<file path="src/hw/epr_pkg.sv">
// shared constants for the event poll response builder
package epr_pkg;
    // request operation selector codes
    localparam logic [7:0] OP_FOLLOWING_CHUNK = 8'h00;
    localparam logic [7:0] OP_FIRST_CHUNK = 8'h01;
    localparam logic [7:0] OP_ACK_ONLY = 8'h02;
    // result codes
    localparam logic [7:0] RC_SUCCESS = 8'h00;
    localparam logic [7:0] RC_INVALID_DATA = 8'h02;
    localparam logic [7:0] RC_BAD_CHUNK_HANDLE = 8'h80;
    // special event identifiers
    localparam logic [15:0] IDENT_NONE = 16'h0000;
    localparam logic [15:0] IDENT_MORE = 16'hffff;
    // chunk position codes
    localparam logic [7:0] POS_FIRST = 8'h00;
    localparam logic [7:0] POS_MIDDLE = 8'h01;
    localparam logic [7:0] POS_LAST = 8'h04;
    localparam logic [7:0] POS_SINGLE = 8'h05;
    // request frame: format, selector, handle(4), ack ident(2)
    localparam int REQ_BYTES = 8;
    localparam logic [2:0] REQ_LAST_IDX = 3'h7;
    // response lengths in bytes
    localparam logic [4:0] RSP_LEN_ERR = 5'h01;
    localparam logic [4:0] RSP_LEN_SHORT = 5'h04;
    localparam logic [4:0] RSP_LEN_FULL = 5'h0e;
    localparam logic [4:0] RSP_LEN_CRC = 5'h12;
    localparam int RSP_BITS = 144;
    // default largest payload chunk, in bytes
    localparam logic [31:0] CHUNK_BYTES_DEF = 32'h0000_0040;
    // control state after reset
    localparam logic [31:0] HANDLE_RST = 32'h0000_0000;
endpackage : epr_pkg

</file>
<file path="src/hw/epr_req_deser.sv">
// request byte collector: gathers one poll request, least significant byte first
`timescale 1ns/1ps
module epr_req_deser (
    input wire logic clk_i,
    input wire logic rst_i,
    input wire logic in_valid_i,
    input wire logic [7:0] in_data_i,
    input wire logic in_last_i,
    input wire logic accept_i,
    output logic in_ready_o,
    output logic req_valid_o,
    output logic [7:0] op_selector_o,
    output logic [31:0] req_chunk_handle_o,
    output logic [15:0] ack_event_ident_o
);
    typedef struct packed {
        logic [63:0] sh;
        logic [2:0] idx;
        logic done;
    } epr_deser_t;

    epr_deser_t s_q;
    epr_deser_t s_d;

    assign in_ready_o = accept_i;

    always_comb begin
        s_d = s_q;
        s_d.done = 1'b0;
        if (in_valid_i && accept_i) begin
            s_d.sh = {in_data_i, s_q.sh[63:8]};
            s_d.idx = s_q.idx + 3'h1;
            // frames whose length is not a multiple of eight are dropped whole and resync on the last flag
            if (in_last_i) begin
                s_d.idx = 3'h0;
                s_d.done = (s_q.idx == epr_pkg::REQ_LAST_IDX);
            end
        end
    end

    always_ff @(posedge clk_i or posedge rst_i) begin
        if (rst_i) begin
            s_q <= '0;
        end else begin
            s_q <= s_d;
        end
    end

    // field 0 (format) is not checked here
    assign req_valid_o = s_q.done;
    assign op_selector_o = s_q.sh[15:8];
    assign req_chunk_handle_o = s_q.sh[47:16];
    assign ack_event_ident_o = s_q.sh[63:48];
endmodule : epr_req_deser

</file>
<file path="src/hw/epr_poll_responder.sv">
// poll-for-event command interpreter: request in, response bytes out
//
// Contract
// - The incoming chunk handle is ignored for first-chunk and ack-only requests.
// - Result code 0x80 is returned when a following-chunk handle is not valid while the queue holds an event; with an empty queue the answer is ident 0x0000.
// - Every success response carries the one-byte endpoint ident; error responses are the result code alone.
// - Each returned event carries an ident that the controller can echo to acknowledge it.
// - An empty event queue is reported as event ident 0x0000.
// - An ack-only request with events still queued reports event ident 0xffff.
// - Chunk position is 0x00 first, 0x01 middle, 0x04 last, 0x05 single chunk.
// - With ident 0x0000 or 0xffff the handle, position, kind and size fields are left out.
// - The payload byte count is the 32-bit length of this chunk without the checksum.
// - A 32-bit following chunk handle names the next portion of the transfer.
// - A one-byte event kind names the type of the returned event.
// - Selector codes are 0x00 following chunk, 0x01 first chunk, 0x02 ack only.
// - An acknowledged event ident removes that event from the queue when it is the queue head.
// - The last chunk of a multipart event carries the 32-bit checksum of all its data.
`timescale 1ns/1ps
module epr_poll_responder #(
    parameter logic [31:0] CHUNK_BYTES = epr_pkg::CHUNK_BYTES_DEF
) (
    input wire logic clk_i,
    input wire logic rst_i,
    input wire logic [7:0] endpoint_ident_i,
    // request byte stream
    input wire logic in_valid_i,
    input wire logic [7:0] in_data_i,
    input wire logic in_last_i,
    output logic in_ready_o,
    // response byte stream
    output logic out_valid_o,
    output logic [7:0] out_data_o,
    output logic out_last_o,
    input wire logic out_ready_i,
    // head of the event queue
    input wire logic queue_empty_i,
    input wire logic [15:0] head_event_ident_i,
    input wire logic [7:0] head_event_kind_i,
    input wire logic [31:0] head_total_bytes_i,
    input wire logic [31:0] head_checksum_i,
    output logic queue_pop_o,
    // chunk handed out by the last response
    output logic chunk_valid_o,
    output logic [31:0] chunk_offset_o,
    output logic [31:0] chunk_bytes_o
);
    typedef enum logic [3:0] {
        ST_IDLE = 4'b0001,
        ST_POP = 4'b0010,
        ST_BUILD = 4'b0100,
        ST_SEND = 4'b1000
    } epr_state_t;

    typedef struct packed {
        epr_state_t st;
        logic [epr_pkg::RSP_BITS-1:0] sh;
        logic [4:0] left;
        logic [7:0] op;
        logic [31:0] handle;
        logic pop;
        logic active;
        logic [15:0] active_ident;
        logic [31:0] expect_handle;
        logic chunk_valid;
        logic [31:0] chunk_off;
        logic [31:0] chunk_len;
    } epr_resp_t;

    epr_resp_t s_q;
    epr_resp_t s_d;

    logic req_valid;
    logic [7:0] req_op;
    logic [31:0] req_handle;
    logic [15:0] req_ack;

    epr_req_deser u_deser (
        .clk_i(clk_i),
        .rst_i(rst_i),
        .in_valid_i(in_valid_i),
        .in_data_i(in_data_i),
        .in_last_i(in_last_i),
        .accept_i(s_q.st == ST_IDLE),
        .in_ready_o(in_ready_o),
        .req_valid_o(req_valid),
        .op_selector_o(req_op),
        .req_chunk_handle_o(req_handle),
        .ack_event_ident_o(req_ack)
    );

    // chunk position code from first/last
    function automatic logic [7:0] pos_code(input logic first, input logic last);
        logic [7:0] c;
        c = epr_pkg::POS_MIDDLE;
        if (first && last) begin
            c = epr_pkg::POS_SINGLE;
        end else if (first) begin
            c = epr_pkg::POS_FIRST;
        end else if (last) begin
            c = epr_pkg::POS_LAST;
        end
        return c;
    endfunction : pos_code

    logic [31:0] off;
    logic [31:0] remain;
    logic [31:0] clen;
    logic is_first;
    logic is_last;
    logic handle_ok;

    always_comb begin
        // first-chunk starts at zero whatever handle was sent
        off = (s_q.op == epr_pkg::OP_FIRST_CHUNK) ? epr_pkg::HANDLE_RST : s_q.handle;
        remain = head_total_bytes_i - off;
        clen = (remain > CHUNK_BYTES) ? CHUNK_BYTES : remain;
        is_first = (off == epr_pkg::HANDLE_RST);
        is_last = (remain <= CHUNK_BYTES);
        // a handle is good only for the event in transfer, at the offset handed out
        handle_ok = s_q.active && !queue_empty_i && (head_event_ident_i == s_q.active_ident)
            && (s_q.handle == s_q.expect_handle) && (s_q.handle < head_total_bytes_i);
    end

    always_comb begin
        s_d = s_q;
        s_d.pop = 1'b0;
        unique case (s_q.st)
            ST_IDLE: begin
                if (req_valid) begin
                    s_d.op = req_op;
                    s_d.handle = req_handle;
                    // 0x0000 and 0xffff acknowledge nothing
                    s_d.pop = (req_ack != epr_pkg::IDENT_NONE) && (req_ack != epr_pkg::IDENT_MORE)
                        && !queue_empty_i && (req_ack == head_event_ident_i);
                    if (s_d.pop) begin
                        s_d.active = 1'b0;
                    end
                    s_d.st = ST_POP;
                end
            end
            // one spare cycle so the queue head settles after a removal
            ST_POP: begin
                s_d.st = ST_BUILD;
            end
            ST_BUILD: begin
                s_d.sh = '0;
                s_d.sh[15:8] = endpoint_ident_i;
                s_d.left = epr_pkg::RSP_LEN_SHORT;
                s_d.chunk_valid = 1'b0;
                s_d.st = ST_SEND;
                s_d.sh[7:0] = epr_pkg::RC_SUCCESS;
                unique case (s_q.op)
                    epr_pkg::OP_ACK_ONLY: begin
                        s_d.sh[31:16] = queue_empty_i ? epr_pkg::IDENT_NONE
                            : epr_pkg::IDENT_MORE;
                    end
                    epr_pkg::OP_FIRST_CHUNK, epr_pkg::OP_FOLLOWING_CHUNK: begin
                        if (queue_empty_i) begin
                            s_d.sh[31:16] = epr_pkg::IDENT_NONE;
                            s_d.active = 1'b0;
                        end else if (s_q.op == epr_pkg::OP_FOLLOWING_CHUNK && !handle_ok) begin
                            s_d.sh[7:0] = epr_pkg::RC_BAD_CHUNK_HANDLE;
                            s_d.left = epr_pkg::RSP_LEN_ERR;
                        end else begin
                            s_d.sh[31:16] = head_event_ident_i;
                            s_d.sh[63:32] = is_last ? epr_pkg::HANDLE_RST : off + clen;
                            s_d.sh[71:64] = pos_code(is_first, is_last);
                            s_d.sh[79:72] = head_event_kind_i;
                            s_d.sh[111:80] = clen;
                            s_d.sh[143:112] = head_checksum_i;
                            s_d.left = (is_last && !is_first) ? epr_pkg::RSP_LEN_CRC
                                : epr_pkg::RSP_LEN_FULL;
                            s_d.active = !is_last;
                            s_d.active_ident = head_event_ident_i;
                            s_d.expect_handle = off + clen;
                            s_d.chunk_valid = 1'b1;
                            s_d.chunk_off = off;
                            s_d.chunk_len = clen;
                        end
                    end
                    default: begin
                        s_d.sh[7:0] = epr_pkg::RC_INVALID_DATA;
                        s_d.left = epr_pkg::RSP_LEN_ERR;
                    end
                endcase
            end
            ST_SEND: begin
                if (out_ready_i) begin
                    s_d.sh = {8'h00, s_q.sh[epr_pkg::RSP_BITS-1:8]};
                    s_d.left = s_q.left - 5'h01;
                    if (s_q.left == 5'h01) begin
                        s_d.st = ST_IDLE;
                    end
                end
            end
            default: begin
                s_d.st = ST_IDLE;
            end
        endcase
    end

    always_ff @(posedge clk_i or posedge rst_i) begin
        if (rst_i) begin
            s_q <= '{st: ST_IDLE, expect_handle: epr_pkg::HANDLE_RST, default: '0};
        end else begin
            s_q <= s_d;
        end
    end

    assign out_valid_o = (s_q.st == ST_SEND);
    assign out_data_o = s_q.sh[7:0];
    assign out_last_o = (s_q.st == ST_SEND) && (s_q.left == 5'h01);
    assign queue_pop_o = s_q.pop;
    assign chunk_valid_o = s_q.chunk_valid;
    assign chunk_offset_o = s_q.chunk_off;
    assign chunk_bytes_o = s_q.chunk_len;
endmodule : epr_poll_responder

</file>
<file path="config.mk">
export PLATFORM = sky130hd
export DESIGN_NAME = epr_poll_responder
export DESIGN_NICKNAME = d
export VERILOG_FILES = /design/src/hw/epr_pkg.sv /design/src/hw/epr_req_deser.sv /design/src/hw/epr_poll_responder.sv
export SDC_FILE = /design/constraint.sdc
export NUM_CORES = 1
export LEC_CHECK = 0
export BUFFER_PORTS_ARGS = -buffer_cell sky130_fd_sc_hd__buf_2
export CAP_MARGIN = 0
export CORE_MARGIN = 2
export CORE_UTILIZATION = 50
export DETAILED_ROUTE_END_ITERATION = 7
export GPL_TIMING_DRIVEN = 0
export HOLD_SLACK_MARGIN = 0.1
export PLACE_DENSITY = 0.8
export SYNTH_ARGS = -nofsm -noshare
export SYNTH_HDL_FRONTEND = slang
export SYNTH_SLANG_ARGS = --single-unit
export TNS_END_PERCENT = 30
</file>
<file path="constraint.sdc">
create_clock -name clk_i -period 27.9 [get_ports clk_i]
set_input_delay 5.58 -clock clk_i [delete_from_list [all_inputs] [get_ports clk_i]]
set_output_delay 5.58 -clock clk_i [all_outputs]
set_load 0.01 [all_outputs]
</file>
==> results.toml <==
[run_status]
status = "complete, no violations"

[synthesis]
post-synth-top-area-fraction = 0.4402
synth.ff_latch_count = 368
synth.top_cells.by_count = "394 x nand2_1, 367 x dfrtp_1, 198 x nor2_1"
yosysMostFrequentCell = "nand2_1"
synth-main-ff-cell = "dfrtp_1"
synth_enable_flop_cells = 0
async_reset_ff_frac = 1.000
synth_area_mm2 = 0.02086
ys_seq_area_frac = 0.4415
synthesis.area_per_instance_um2 = 9.020
netlist_instances = 2313
synth_area_leader_cell = "dfrtp_1"
ys_warn_count = 0
ys_top_cells_by_area = "dfrtp_1 44%, nand2_1 7.1%, ha_1 5.6%, mux2_2 5.3%, nor2_1 3.6%"
yosys.cell_types.count = 78

[critical_path]
crit_path_end = "s_q[216]"
cp-end-kind = "register"
worstReg2RegStart = "s_q[152]"
timing.setup.critical_path_class = "input port to register"
cp_common_cell = "nand2_1"
crit_path_max_incr_delay_ns = 0.54
timing.critical_path.required_ns = 28.34
worst_r2r_endpoint = "s_q[216]"
type_of_element_launching_the_critical_path = "input port"
critical-path-slowest-cell = "xnor2_2"
worstRegToRegCells = 33
reg2reg_slack_ns = 18.06
critical_path.max_fanout = 10
timing.critical_path.arrival_ns = 13.42
setup.worst_path.start = "head_total_bytes_i[0]"

[final_layout]
fraction_of_layout_cells_with_a_size_suffix_above_1 = 0.1736
layout.core_utilization = 0.5857
diodes = 0
synthToLayoutAreaGrowth_pct = 15.14
multi_input_area_mm2 = 0.01037
final-instance-count-excl-fill = 3130
design.final.nets = 2773
final.fill_count = 3554
regArea_mm2 = 0.009210

[cts]
cts_tree = "yes"
clkTransAtPathRegs_ns = 0.06
postCtsSetupRepairBufs = 0
clock_path_buffers = 3
insertion_delay_ns = 0.60
cts_made_buffers = 41
cts_hold_buf = 0
clock-sinks = 368
cts_resized = 0
cts_htree_levels = 2
ctsRootBufferMaster = "clkbuf_16"

[route]
first_pass_iters = 6
met2_wirelength_mm = 29.90
uppermost_layer_routed = "met4"
route.detailed.wl_per_inst_um = 21.04
vias_per_cell = 5.957
drt_iter0_drc = 1974
ant_nets = 0
wl_met1_mm = 27.62
post-route-drc-count = 0
met3_wirelength_mm = 5.783
wirelength_mm = 65.86
dr_total_vias = 18644

[floorplan]
row_count = 74
io-pin-count = 187
floorplan.die_area_mm2 = 0.04337
floorplan.die.width_um = 208.3
dieHeight_um = 208.3
effective_utilization_at_floorplan = 0.5086
core-area_mm2 = 0.04102

[sta]
worst_clock_skew_ns = 0.02644
relSlewSlack = 0.2019
finalCriticalPeriod_ns = 12.98
grt_setup_unrepaired = "no"
slew_viol_final = 0
setup-tns-final_ns = 0
timing.final.crit_share = 0.4652
hold-worst-slack_ns = 0.4783
setup_viol_count_final = 0
hold_violations = 0
fmax_mhz = 77.04
worst_pin_slew_ns = 1.180

[global_routing]
grt_pass1_wl_mm = 102.6
grt_antenna_before_repair = 0
grt_start_max_net_pins = 129
global_routing_usage_summed_across_all_routing_layers = 0.3026
globalRoute.totalOverflow = 0
first_global_vias = 18400

[power_and_ir_drop]
cellPowerDensity_mw_per_mm2 = 54.94
leakage_uw = 0.01152
ir_worst_vdd_mv = 0.04814

[placement]
finalWeightedCongestion = 0.9887
place_inst = 3057
post-dp-hpwl_mm = 50.20
numPortBuffers = 186

[min_path]
hold_path.class = "register to register"

[job]
max-cap-violations = 0
## worst min path at each step
stage	startpoint	endpoint	cells after the start
2_1_floorplan	s_q[303]	s_q[303]	2
3_3_place_gp	s_q[218]	s_q[218]	2
3_5_place_dp	s_q[303]	s_q[303]	2
4_1_cts	chunk_bytes_o[6]	chunk_bytes_o[6]	2
5_1_grt	chunk_bytes_o[7]	chunk_bytes_o[7]	1
6_report	chunk_offset_o[13]	chunk_offset_o[13]	2
## area by class of cell
cell class                 count  area share
multi-input combinational   1675      0.4316
buffer                       203     0.04302
timing repair buffer         189     0.04219
sequential                   368      0.3834
tap                          532     0.02771
inverter                      90     0.01438
clock inverter                21     0.01037
clock buffer                  52     0.04735
## cell usage in the layout, fill, tap and decap left out, types with 61 or more instances in the layout
cell type  synthesis  layout
inv_1             89      88
o21ai_0          135     135
nand3_1           61      61
buf_4             72      72
mux2_2            99      99
a21oi_1          137     137
nor2_1           198     198
dfrtp_1          367     367
clkbuf_1         122     126
nand2_1          394     394
ha_1              94      94
buf_2              1     187
## cell families (layout without fill, tap and decap cells)
| kind of cell | Yosys count | after routing | synth area share |
|---|---|---|---|
| AOI/OAI and AO/OA | 505 | 505 | 0.1534 |
| xor gates and xnor gates | 113 | 113 | 0.04816 |
| adders and majority gates | 98 | 98 | 0.05877 |
| buffers and inverters | 293 | 555 | 0.06573 |
| DFF | 368 | 368 | 0.4415 |
| muxes | 106 | 106 | 0.05692 |
| other | 1 | 24 | 0.0001797 |
| and+or+nand+nor | 829 | 829 | 0.1754 |
## flip-flops by register name, summed over array words and instances, names as in the netlist
name                        count
s_q                           234
chunk_valid_o                   1
u_deser.op_selector_o           8
u_deser.req_valid_o             1
u_deser.s_q                     3
queue_pop_o                     1
chunk_bytes_o                  32
u_deser.req_chunk_handle_o     32
u_deser.ack_event_ident_o      16
chunk_offset_o                 32
out_data_o                      8
## metal layers
| layer | global-route usage | vias to the layer above |
|---|---|---|
| li1 | - | 8457 |
| met1 | 0.4182 | 9081 |
| met2 | 0.4718 | 943 |
| met3 | 0.05570 | 163 |
| met4 | 0.1221 | 0 |
| met5 | 0 | - |
## stage by stage
step / worst slack (ns) / cell area [um^2] / power (uW)
floorplan: 12.10 / 20950 / 701.5
global placement: 8.724 / 22550 / 760.4
detailed placement: 14.64 / 22640 / 767.8
CTS: 15.18 / 24020 / 1321
global route: 14.68 / 24020 / 1364
finish: 14.92 / 24020 / 1320
## worst max-delay path: cells and delay by family
family	cells	cell delay, ns
AO/OA/AOI/OAI	11	3.26
XOR/XNOR	2	0.75
adder cells (fa/ha/maj)	3	0.85
buffers and inverters	5	0.90
multiplexers	1	0.36
AND/OR/NAND/NOR	8	1.72
## where the power goes
group          switching, uW  total [uW]  internal [uW]
clock network            235         555            320
registers               28.8         588            559
logic                    107         177           70.0
total                    370        1320            949
No activity file was read; power rests on OpenSTA's default activity.
